<file path="config.mk">
export PLATFORM = sky130hd
export DESIGN_NAME = hrc_ctrl
export DESIGN_NICKNAME = d
export VERILOG_FILES = /design/src/pkg/hrc_pkg.sv /design/src/hw/hrc_ctrl.sv
export VERILOG_INCLUDE_DIRS = /design/src /design/src/pkg
export SDC_FILE = /design/constraint.sdc
export NUM_CORES = 1
export LEC_CHECK = 0
export ABC_AREA = 1
export ABC_CLOCK_PERIOD_IN_PS = 2400
export BUFFER_PORTS_ARGS = -buffer_cell sky130_fd_sc_hd__clkbuf_2
export CORE_MARGIN = 1.5
export CORE_UTILIZATION = 45
export DETAILED_ROUTE_END_ITERATION = 7
export PLACE_DENSITY = 0.74
export REMOVE_ABC_BUFFERS = 1
export SLEW_MARGIN = 10
export SYNTH_ARGS = -nofsm -noshare
export SYNTH_HDL_FRONTEND = slang
export SYNTH_SLANG_ARGS = --single-unit
</file>
<file path="constraint.sdc">
create_clock -name clk_i -period 2.4 [get_ports clk_i]
set_input_delay 0.12 -clock clk_i [delete_from_list [all_inputs] [get_ports clk_i]]
set_output_delay 0.12 -clock clk_i [all_outputs]
set_load 0.1 [all_outputs]
</file>
<file path="src/pkg/hrc_cfg.svh">
// constants for the hidden clock access controller
`ifndef HRC_CFG_SVH
`define HRC_CFG_SVH

// ---------------------------------------------------------------
// command port register map
// ---------------------------------------------------------------
`define HRC_OFS_CTRL     4'h0
`define HRC_OFS_STATUS   4'h1
`define HRC_OFS_KEY_LO   4'h2
`define HRC_OFS_KEY_HI   4'h3
`define HRC_OFS_WDATA_LO 4'h4
`define HRC_OFS_WDATA_HI 4'h5
`define HRC_OFS_RDATA_LO 4'h6
`define HRC_OFS_RDATA_HI 4'h7
`define HRC_OFS_SCRATCH  4'h8

// ---------------------------------------------------------------
// control fields
// ---------------------------------------------------------------
`define HRC_CTRL_GO      0
`define HRC_CTRL_WRITE   1
`define HRC_CTRL_ABORT   2

// ---------------------------------------------------------------
// clock image layout
// ---------------------------------------------------------------
`define HRC_REG_BITS     8
`define HRC_REG_COUNT    8
`define HRC_KEY_BITS     64
`define HRC_DAY_REG      4
`define HRC_DAY_RST_BIT  4
`define HRC_DAY_OSC_BIT  5
`define HRC_HOUR_REG     3
`define HRC_HOUR_12_BIT  7
`define HRC_HOUR_PM_BIT  5

// ---------------------------------------------------------------
// timing: one memory cycle phase lasts at least this many ns
// ---------------------------------------------------------------
`define HRC_CLK_NS       40
`define HRC_PHASE_NS     70
`define HRC_PHASE_CYC    ((`HRC_PHASE_NS + `HRC_CLK_NS - 1) / `HRC_CLK_NS)
`define HRC_SCRATCH_RST  19'h00000
`define HRC_KEY_RST      64'h5A3C_96E1_0F7B_2D48

`endif

</file>
<file path="src/pkg/hrc_pkg.sv">
// types for the hidden clock access controller
package hrc_pkg;

    typedef enum logic [2:0] {
        HRC_IDLE,
        HRC_SETUP,
        HRC_STROBE,
        HRC_RECOVER,
        HRC_DONE
    } hrc_state_t;

    typedef enum logic [1:0] {
        HRC_PH_OPEN,
        HRC_PH_KEY,
        HRC_PH_XFER
    } hrc_phase_t;

endpackage

</file>
<file path="src/hw/hrc_ctrl.sv">
// host controller that unlocks and transfers the hidden clock image
`timescale 1ns/1ps
`default_nettype none
`include "hrc_cfg.svh"
// Function
// - host releases chip select one clock after power fail is seen.
// - one read with select and output enable opens an attempt.
// - all key writes go to one scratch address.
// - key is sent least significant bit first, one per write.
// - host moves registers only as whole 8-bit groups.
// - transfer runs register 0 bit 0 to register 7 bit 7.

module hrc_ctrl
(
    // clock and reset
    input  wire logic        clk_i,
    input  wire logic        rstn_i,
    // command port
    input  wire logic [3:0]  addr_i,
    input  wire logic [31:0] wdata_i,
    input  wire logic        wr_i,
    input  wire logic        rd_i,
    output logic      [31:0] rdata_o,
    // supply monitor
    input  wire logic        power_ok_i,
    // device pins
    output logic      [18:0] mem_addr_o,
    output logic             mem_ce_n_o,
    output logic             mem_oe_n_o,
    output logic             mem_we_n_o,
    output logic             dq0_o,
    output logic             dq0_oe_n_o,
    input  wire logic        dq0_i,
    output logic             abort_n_o
);

    typedef struct packed {
        hrc_pkg::hrc_state_t          st;
        hrc_pkg::hrc_phase_t          ph;
        logic [1:0]                   tmr;
        logic [6:0]                   idx;
        logic                         write;
        logic                         busy;
        logic                         done;
        logic                         abrt;
        logic [`HRC_KEY_BITS-1:0]     key;
        logic [63:0]                  wimg;
        logic [63:0]                  rimg;
        logic [18:0]                  scratch;
        logic [31:0]                  rdata;
        logic                         ce_n;
        logic                         oe_n;
        logic                         we_n;
        logic                         dq;
        logic                         dq_oe_n;
    } hrc_regs_t;

    hrc_regs_t r;
    hrc_regs_t next_r;

    // index is 7 bits wide for the end test; only 6 bits address the image
    function automatic logic bit_at(input logic [63:0] v, input logic [6:0] i);
        bit_at = v[i[5:0]];
    endfunction

    // ---------------------------------------------------------------
    // sequencer
    // ---------------------------------------------------------------
    always_comb
    begin
        next_r = r;
        next_r.abrt = 1'b0;
        if (wr_i)
        begin
            unique case (addr_i)
                `HRC_OFS_CTRL:
                begin
                    // a start while busy is ignored
                    if (wdata_i[`HRC_CTRL_GO] && !r.busy && power_ok_i)
                    begin
                        next_r.busy  = 1'b1;
                        next_r.done  = 1'b0;
                        next_r.write = wdata_i[`HRC_CTRL_WRITE];
                        next_r.st    = hrc_pkg::HRC_SETUP;
                        next_r.ph    = hrc_pkg::HRC_PH_OPEN;
                        next_r.idx   = 7'h00;
                        next_r.tmr   = 2'h0;
                    end
                    next_r.abrt = wdata_i[`HRC_CTRL_ABORT];
                end
                `HRC_OFS_KEY_LO:   next_r.key[31:0]  = wdata_i;
                `HRC_OFS_KEY_HI:   next_r.key[63:32] = wdata_i;
                `HRC_OFS_WDATA_LO: next_r.wimg[31:0]  = wdata_i;
                `HRC_OFS_WDATA_HI: next_r.wimg[63:32] = wdata_i;
                `HRC_OFS_SCRATCH:  next_r.scratch    = wdata_i[18:0];
                default:           next_r.rdata      = r.rdata;
            endcase
        end
        if (rd_i)
        begin
            unique case (addr_i)
                `HRC_OFS_CTRL:     next_r.rdata = {29'h0, r.abrt, r.write, r.busy};
                `HRC_OFS_STATUS:   next_r.rdata = {25'h0, r.idx};
                `HRC_OFS_KEY_LO:   next_r.rdata = r.key[31:0];
                `HRC_OFS_KEY_HI:   next_r.rdata = r.key[63:32];
                `HRC_OFS_WDATA_LO: next_r.rdata = r.wimg[31:0];
                `HRC_OFS_WDATA_HI: next_r.rdata = r.wimg[63:32];
                `HRC_OFS_RDATA_LO: next_r.rdata = r.rimg[31:0];
                `HRC_OFS_RDATA_HI: next_r.rdata = r.rimg[63:32];
                `HRC_OFS_SCRATCH:  next_r.rdata = {13'h0, r.scratch};
                default:           next_r.rdata = 32'h0;
            endcase
            // status bit 31 is done flag, shown on status read
            if (addr_i == `HRC_OFS_STATUS)
                next_r.rdata[31] = r.done;
        end

        // supply loss: release select at once, drop the transfer
        if (!power_ok_i && r.busy)
        begin
            next_r.st      = hrc_pkg::HRC_IDLE;
            next_r.busy    = 1'b0;
            next_r.ce_n    = 1'b1;
            next_r.oe_n    = 1'b1;
            next_r.we_n    = 1'b1;
            next_r.dq_oe_n = 1'b1;
        end
        else
        begin
            unique case (r.st)
                hrc_pkg::HRC_IDLE:
                begin
                    next_r.ce_n    = 1'b1;
                    next_r.dq_oe_n = 1'b1;
                end
                hrc_pkg::HRC_SETUP:
                begin
                    next_r.ce_n = 1'b0;
                    // open read, key writes, then data direction
                    if (r.ph == hrc_pkg::HRC_PH_OPEN)
                    begin
                        next_r.oe_n    = 1'b0;
                        next_r.dq_oe_n = 1'b1;
                    end
                    else if (r.ph == hrc_pkg::HRC_PH_KEY)
                    begin
                        next_r.we_n    = 1'b0;
                        next_r.dq      = bit_at(r.key, r.idx);
                        next_r.dq_oe_n = 1'b0;
                    end
                    else if (r.write)
                    begin
                        next_r.we_n    = 1'b0;
                        next_r.dq      = bit_at(r.wimg, r.idx);
                        next_r.dq_oe_n = 1'b0;
                    end
                    else
                    begin
                        next_r.oe_n    = 1'b0;
                        next_r.dq_oe_n = 1'b1;
                    end
                    next_r.tmr = 2'h0;
                    next_r.st  = hrc_pkg::HRC_STROBE;
                end
                hrc_pkg::HRC_STROBE:
                begin
                    next_r.tmr = r.tmr + 2'h1;
                    if (32'(r.tmr) + 1 >= `HRC_PHASE_CYC)
                    begin
                        if (r.ph == hrc_pkg::HRC_PH_XFER && !r.write)
                            next_r.rimg[r.idx[5:0]] = dq0_i;
                        next_r.ce_n = 1'b1;
                        next_r.oe_n = 1'b1;
                        next_r.we_n = 1'b1;
                        next_r.st   = hrc_pkg::HRC_RECOVER;
                    end
                end
                hrc_pkg::HRC_RECOVER:
                begin
                    // data released a clock after the strobe: hold time on the far side
                    next_r.dq_oe_n = 1'b1;
                    next_r.st      = hrc_pkg::HRC_SETUP;
                    if (r.ph == hrc_pkg::HRC_PH_OPEN)
                    begin
                        next_r.ph  = hrc_pkg::HRC_PH_KEY;
                        next_r.idx = 7'h00;
                    end
                    else if (r.idx == 7'd63)
                    begin
                        next_r.idx = 7'h00;
                        if (r.ph == hrc_pkg::HRC_PH_KEY)
                            next_r.ph = hrc_pkg::HRC_PH_XFER;
                        else
                            next_r.st = hrc_pkg::HRC_DONE;
                    end
                    else
                        next_r.idx = r.idx + 7'h01;
                end
                hrc_pkg::HRC_DONE:
                begin
                    next_r.busy = 1'b0;
                    next_r.done = 1'b1;
                    next_r.st   = hrc_pkg::HRC_IDLE;
                end
                default:
                    next_r.st = hrc_pkg::HRC_IDLE;
            endcase
        end
    end

    // reset leaves every strobe inactive so the device sees no stray cycle
    always_ff @(posedge clk_i or negedge rstn_i)
    begin
        if (!rstn_i)
        begin
            r         <= '0;
            r.st      <= hrc_pkg::HRC_IDLE;
            r.ph      <= hrc_pkg::HRC_PH_OPEN;
            r.key     <= `HRC_KEY_RST;
            r.scratch <= `HRC_SCRATCH_RST;
            r.ce_n    <= 1'b1;
            r.oe_n    <= 1'b1;
            r.we_n    <= 1'b1;
            r.dq_oe_n <= 1'b1;
        end
        else
            r <= next_r;
    end

    // ---------------------------------------------------------------
    // outputs
    // ---------------------------------------------------------------
    assign rdata_o    = r.rdata;
    assign mem_addr_o = r.scratch;
    assign mem_ce_n_o = r.ce_n;
    assign mem_oe_n_o = r.oe_n;
    assign mem_we_n_o = r.we_n;
    assign dq0_o      = r.dq;
    assign dq0_oe_n_o = r.dq_oe_n;
    // abort pulse only acts when the day register allows it
    assign abort_n_o  = ~r.abrt;
endmodule // hrc_ctrl
`default_nettype wire

</file>
==> impl_metrics.csv, run 1 <==
group,metric,value,unit
synthesis,synth-edff-count,0,
timing,max_freq,467.8,MHz
synthesis,synth_seq_cells,266,
synthesis,synth_top_family_by_area,"simple AND/OR/NAND/NOR gates",
synthesis,synth.distinct_cells,37,
die,fp-row-count,63,
die,die_w,176.1,um
drt,vias_per_cell,5.451,
synthesis,syn-cell-area,0.01349,mm2
synthesis,synth_top_cells_by_area,"dfrtp_1 (43%), nand2_1 (14%), o21ai_0 (7.3%)",
drt,wl_per_cell,17.80,um
timing,whs,0.07852,ns
synthesis,synth_most_common_cell,"nand2_1",
clock_tree,cts_buffers,29,
global_routing,antenna_found_initial,0,
placement,port_buffers,98,
drt,drt-initial-drc-count,1334,
synthesis,ys_warn_count,0,
synthesis,ys_seq_area_share,49.69,%
clock_tree,cts_tree,"yes",
timing,rsz0062_at_grt,"no",
synthesis,synthAdderAreaFrac,0.1855,%
global_routing,grt_use_total,25.75,%
power,netSwitchingFraction,38.69,%
finish,drive_above_1_share,14.45,%
worst_setup_path,crit_fanout,42,
synthesis,synth_xor_area_share,0.1948,%
drt,dr.pass1.iters,6,
synthesis,synth.avg_cell_area,7.846,um2
drt,drc_errors,0,
placement,hpwl,27300,um
power,p_int,0.009446,W
power,seqPwrFrac,38.1,%
job,drv_cap,0,
power,power.total,0.01541,W
drt,via_count,12047,
timing,skew,0.01107,ns
finish,diodes,0,
die,die_area,0.03102,mm2
placement,gp_congestion,0.9386,
finish,area_delta_synth_final,15.34,%
die,dieHeight,176.1,um
synthesis,syn_inst,1719,
worst_setup_path,required,2.83,ns
clock_tree,cts-root-buf,"clkbuf_16",
synthesis,synth_flop_cell,"dfrtp_1",
die,start_util,45.63,%
power,total_leakage_power,7.802,nW
timing,hold_viol_final,0,
clock_tree,post_cts_resized,0,
worst_hold_path,hold_path_class,"in -> reg",
synthesis,yosys.area.top_type_share,42.68,%
timing,setup_viol,0,
worst_setup_path,arrival,2.57,ns
synthesis,synth_mux_area_share,1.586,%
clock_tree,cts_max_path_buffers,3,
synthesis,async_reset_ff_share,100.0,%
power,p_per_area,990.6,mW/mm2
finish,nets,1842,
drt,ant_nets,0,
worst_setup_path,critPathKind,"reg -> reg",
drt,wirelength,39340,um
synthesis,yosysTopAreaCell,"dfrtp_1",
power,p_clk_share,30.5,%
clock_tree,clk_latency,0.56,ns
timing,tightest_slew,0.9309,ns
synthesis,netlist_top_cells_count,"nand2_1 (495), dfrtp_1 (230), inv_1 (210), o21ai_0 (196), nor2_1 (98)",
timing,layout_min_cycle_time,2.138,ns
global_routing,grt_overflow,0,
worst_setup_path,start_kind,"register",
die,pin_count,99,
power,comb_power_share,31.4,%
die,core_area,0.02956,mm2
timing,slew_violations,0,
global_routing,grt_first_pass_wirelength,63060,um
timing,slew_headroom,37.94,%
clock_tree,postCtsHoldBufs,35,
power,p_switching,0.005962,W
timing,finalCritPeriodShare,89.07,%
worst_setup_path,critPathCaptureType,"register",
clock_tree,postCtsSetupRepairBufs,0,
global_routing,grt_pass1_vias,11553,
global_routing,grt_max_degree,70,
outcome,status,"finished clean",
finish,design_area,0.01555,mm2
clock_tree,path_clk_slew,0.06,ns
power,ir_drop,0.5830,mV
synthesis,synth-simple-area-share,21.49,%
clock_tree,cts_num_sinks,266,
placement,postPlaceCellArea,0.01420,mm2
clock_tree,htreeDepth,1,
synthesis,synth_compound_area_share,15.49,%
==> power by group through the flow <==
stage / logic [W] / registers (W) / clock network [W]
finish: 0.00483 / 0.00587 / 0.00471
global placement: 0.00466 / 0.00589 / 0
detailed placement: 0.00474 / 0.00592 / 0
global route: 0.00529 / 0.00595 / 0.00495
floorplan: 0.00215 / 0.00698 / 0
CTS: 0.00480 / 0.00586 / 0.00477
==> flip-flops by register name, summed over array words and instances, names as in the netlist <==
name        count
mem_ce_n_o      1
mem_addr_o     19
dq0_o           1
dq0_oe_n_o      1
r             210
rdata_o        32
mem_oe_n_o      1
mem_we_n_o      1
==> critical path, stage by stage (launching register included) <==
cell,delay (ns)
dfrtp_2,0.39
buf_4,0.42
nand2_1,0.11
o211ai_1,0.14
nand2_1,0.07
o21ai_0,0.48
nand2_1,0.10
nor2_1,0.12
nand2_1,0.06
nand3_1,0.07
nand2_1,0.05
==> metal layers <==
metal  part of all wire (%)  wire, um  track usage, %  vias to the layer above
li1                       -         -               -                     5648
met1                     43     16860           36.32                     5744
met2                     45     17900           41.60                      572
met3                    9.0      3545           3.445                       83
met4                    2.6      1033           7.087                        0
met5                      0         0               0                        -
==> logic make-up after synthesis <==
kind of cell | Yosys count
AND/OR/NAND/NOR | 701
AO/OA/AOI/OAI | 375
flip-flops | 266
adder cells (fa/ha/maj) | 2
XOR/XNOR | 3
buffers and inverters | 353
multiplexers | 19
==> per-stage QoR <==
stage / utilization [%] / std cells / TNS (ns) / worst slack [ns]
floorplan: - / 1584 / -28.07 / -0.9141
global placement: 48.03 / 2122 / 0 / 0.3177
detailed placement: 48.03 / 2122 / 0 / 0.3308
CTS: 52.62 / 2210 / 0 / 0.3090
global route: 52.62 / 2210 / 0 / 0.07758
finish: 52.62 / 2210 / 0 / 0.2622
==> worst paths after layout <==
kind / startpoint / end / slack (ns) / cells past startpoint
worst max-delay path: r[252] / dq0_o / 0.26 / 10
worst min-delay path: addr_i[0] / r[248] / 0.08 / 4
worst max register to register: r[252] / dq0_o / 0.26 / 10
worst min register to register: mem_we_n_o / mem_we_n_o / 0.47 / 2
max in group asynchronous: rstn_i / r[190] / 1.32 / 3
min in group asynchronous: rstn_i / r[82] / 0.12 / 2
==> cell usage in the layout, fill, tap and decap left out, drive strengths merged <==
cell,count
nand4,4
buf,51
a21oi,73
o221ai,4
o21ai,201
mux2,19
a221oi,17
inv,218
xnor2,1
nand2,495
nor3,26
o2111ai,2
a211oi,1
clkbuf,139
clkinv,7
ha,2
a22o,1
a31oi,2
bufinv,4
o22ai,54
nor2,110
nand3,65
o21a,1
o211ai,19
dfstp,36
or2,1
dlygate4sd3,35
dfrtp,230
xor2,2
==> cell type report <==
type	instances	area, um2
inverter	218	818.3
clock buffer	42	844.6
clock inverter	11	162.7
timing repair buffer	183	1276
multi-input combinational	1100	5263
tap	390	488.0
fill	2751	14000
sequential	266	6703
Power figures use the tool's default switching activity.
==> run 2: changes to the inputs <==
--- a/config.mk
+++ b/config.mk
@@ -12,7 +12,6 @@
 export CORE_MARGIN = 1.5
 export CORE_UTILIZATION = 45
 export DETAILED_ROUTE_END_ITERATION = 7
-export PLACE_DENSITY = 0.74
 export REMOVE_ABC_BUFFERS = 1
 export SLEW_MARGIN = 10
 export SYNTH_ARGS = -nofsm -noshare
==> impl_metrics.csv, run 2 (synthesis gave the netlist of run 1 again) <==
group,metric,value,unit
outcome,status,"finished clean",
die,fp-row-count,63,
finish,diodes,0,
die,dieHeight,176.1,um
worst_setup_path,arrival,2.61,ns
timing,slew_violations,0,
finish,nets,1843,
drt,wirelength,40060,um
worst_hold_path,hold_path_class,"in -> reg",
worst_setup_path,crit_buf_inv,2,
finish,area_delta_synth_final,15.81,%
timing,fin_ws,0.2316,ns
die,die_w,176.1,um
clock_tree,post_cts_resized,0,
worst_setup_path,crit_fanout,20,
placement,preCtsSetupSlack,0.2797,ns
timing,whs,0.04837,ns
finish,largest_reg_flops,210,
global_routing,antenna_found_initial,0,
worst_setup_path,critPathKind,"reg -> reg",
drt,drt-initial-drc-count,1187,
worst_setup_path,required,2.84,ns
die,pin_count,99,
job,drv_cap,0,
worst_setup_path,critPathCaptureType,"register",
finish,drive_above_1_share,14.49,%
clock_tree,cts_buffers,30,
global_routing,grt_pass1_vias,11406,
timing,layout_min_cycle_time,2.168,ns
placement,hpwl,27330,um
drt,dr.pass1.iters,5,
timing,setup_viol,0,
global_routing,grt_overflow,0,
placement,port_buffers,98,
global_routing,grt_first_pass_wirelength,63290,um
finish,final_cell_mix,"nand2_1 (491), dfrtp_1 (229), inv_1 (210)",
timing,tightest_slew,0.7461,ns
worst_setup_path,worstPathCellList,"inv_2, buf_4, nand2_1, nand3_1, nand2_1, o21ai_0, nand3_1, nor2_1, nand2_1, nand3_1, nand2_1",
timing,rsz0062_at_grt,"no",
finish,design_area,0.01562,mm2
die,die_area,0.03102,mm2
placement,postPlaceCellArea,0.01423,mm2
finish,final_common_cell,"nand2_1",
clock_tree,cts-root-buf,"clkbuf_16",
clock_tree,cts_max_path_buffers,3,
clock_tree,path_clk_slew,0.06,ns
worst_setup_path,slowest_stage,"dfrtp_2",
clock_tree,cts_num_sinks,266,
clock_tree,cts_tree,"yes",
timing,skew,0.01123,ns
placement,gp_congestion,0.9003,
drt,drc_errors,0,
power,p_per_area,991.3,mW/mm2
power,total_leakage_power,7.820,nW
drt,via_count,11824,
drt,wl_per_cell,18.11,um
clock_tree,postCtsSetupRepairBufs,0,
global_routing,grt_max_degree,74,
drt,vias_per_cell,5.345,
timing,max_freq,461.2,MHz
clock_tree,htreeDepth,1,
worst_setup_path,path_delay_family,"simple AND/OR/NAND/NOR gates",
power,ir_drop,0.6478,mV
global_routing,grt_use_total,26.20,%
timing,hold_viol_final,0,
die,start_util,45.63,%
worst_setup_path,crit_top_cell,"nand2_1",
clock_tree,clk_latency,0.56,ns
finish,top_register,"r",
timing,slew_headroom,50.21,%
finish,final_core_util,52.84,%
worst_setup_path,start_kind,"register",
worst_setup_path,crit_path_max_incr_delay,0.48,ns
timing,finalCritPeriodShare,90.35,%
drt,ant_nets,0,
die,core_area,0.02956,mm2
==> run 2: routing by layer <==
metal  up-vias  share of wire, %  track usage, %
met3        75               5.9           3.273
met4         0               2.3           7.194
met2       414                46           41.68
met1      5686                46           37.68
met5         -                 0               0
li1       5649                 -               -
==> run 2: through the flow <==
step / power [W] / setup TNS, ns / std cells
5_1_grt: 0.01629 / 0 / 2212
3_3_place_gp: 0.01062 / 0 / 2122
2_1_floorplan: 0.009128 / -28.07 / 1584
6_report: 0.01548 / 0 / 2212
3_5_place_dp: 0.01069 / 0 / 2122
4_1_cts: 0.01554 / 0 / 2212
==> run 2: repair_timing <==
action                                 4_1_cts  5_1_grt
endpoints found under the hold margin      383        0
hold buffers                                35        0
setup endpoints to repair                    0        0
==> run 2: final timing paths <==
path | slack, ns | endpoint | cells past startpoint | start
hold reg to reg | 0.47 | mem_we_n_o | 2 | mem_we_n_o
setup / recovery | 0.23 | dq0_o | 11 | r[252]
setup reg to reg | 0.23 | dq0_o | 11 | r[252]
hold / removal | 0.05 | r[248] | 4 | addr_i[2]
max in group asynchronous | 1.51 | r[226] | 3 | rstn_i
min in group asynchronous | 0.09 | dq0_o | 2 | rstn_i
==> run 2: power breakdown <==
| group | internal, W | leakage (nW) | switching, W |
|---|---|---|---|
| Clock | 0.00288 | 0.508 | 0.00188 |
| Combinational | 0.00131 | 4.14 | 0.00355 |
| Sequential | 0.00529 | 3.17 | 0.000562 |
| Total | 0.00949 | 7.82 | 0.00600 |
==> run 2: worst reg2reg max path, delay by kind of cell, from the launching register on <==
kind	cells	cell delay, ns
DFF	1	0.48
AOI/OAI and AO/OA	1	0.34
buffers and inverters	2	0.37
and+or+nand+nor	8	0.88
==> run 2: area by class of cell <==
cell class / instances / area (um2)
clock buffers: 48 / 939.7
fillers: 2879 / 13940
clock inverters: 7 / 93.84
inverters: 218 / 818.3
well taps: 390 / 488.0
flip-flops and latches: 266 / 6703
multi-input cells: 1100 / 5263
repair buffers: 183 / 1314
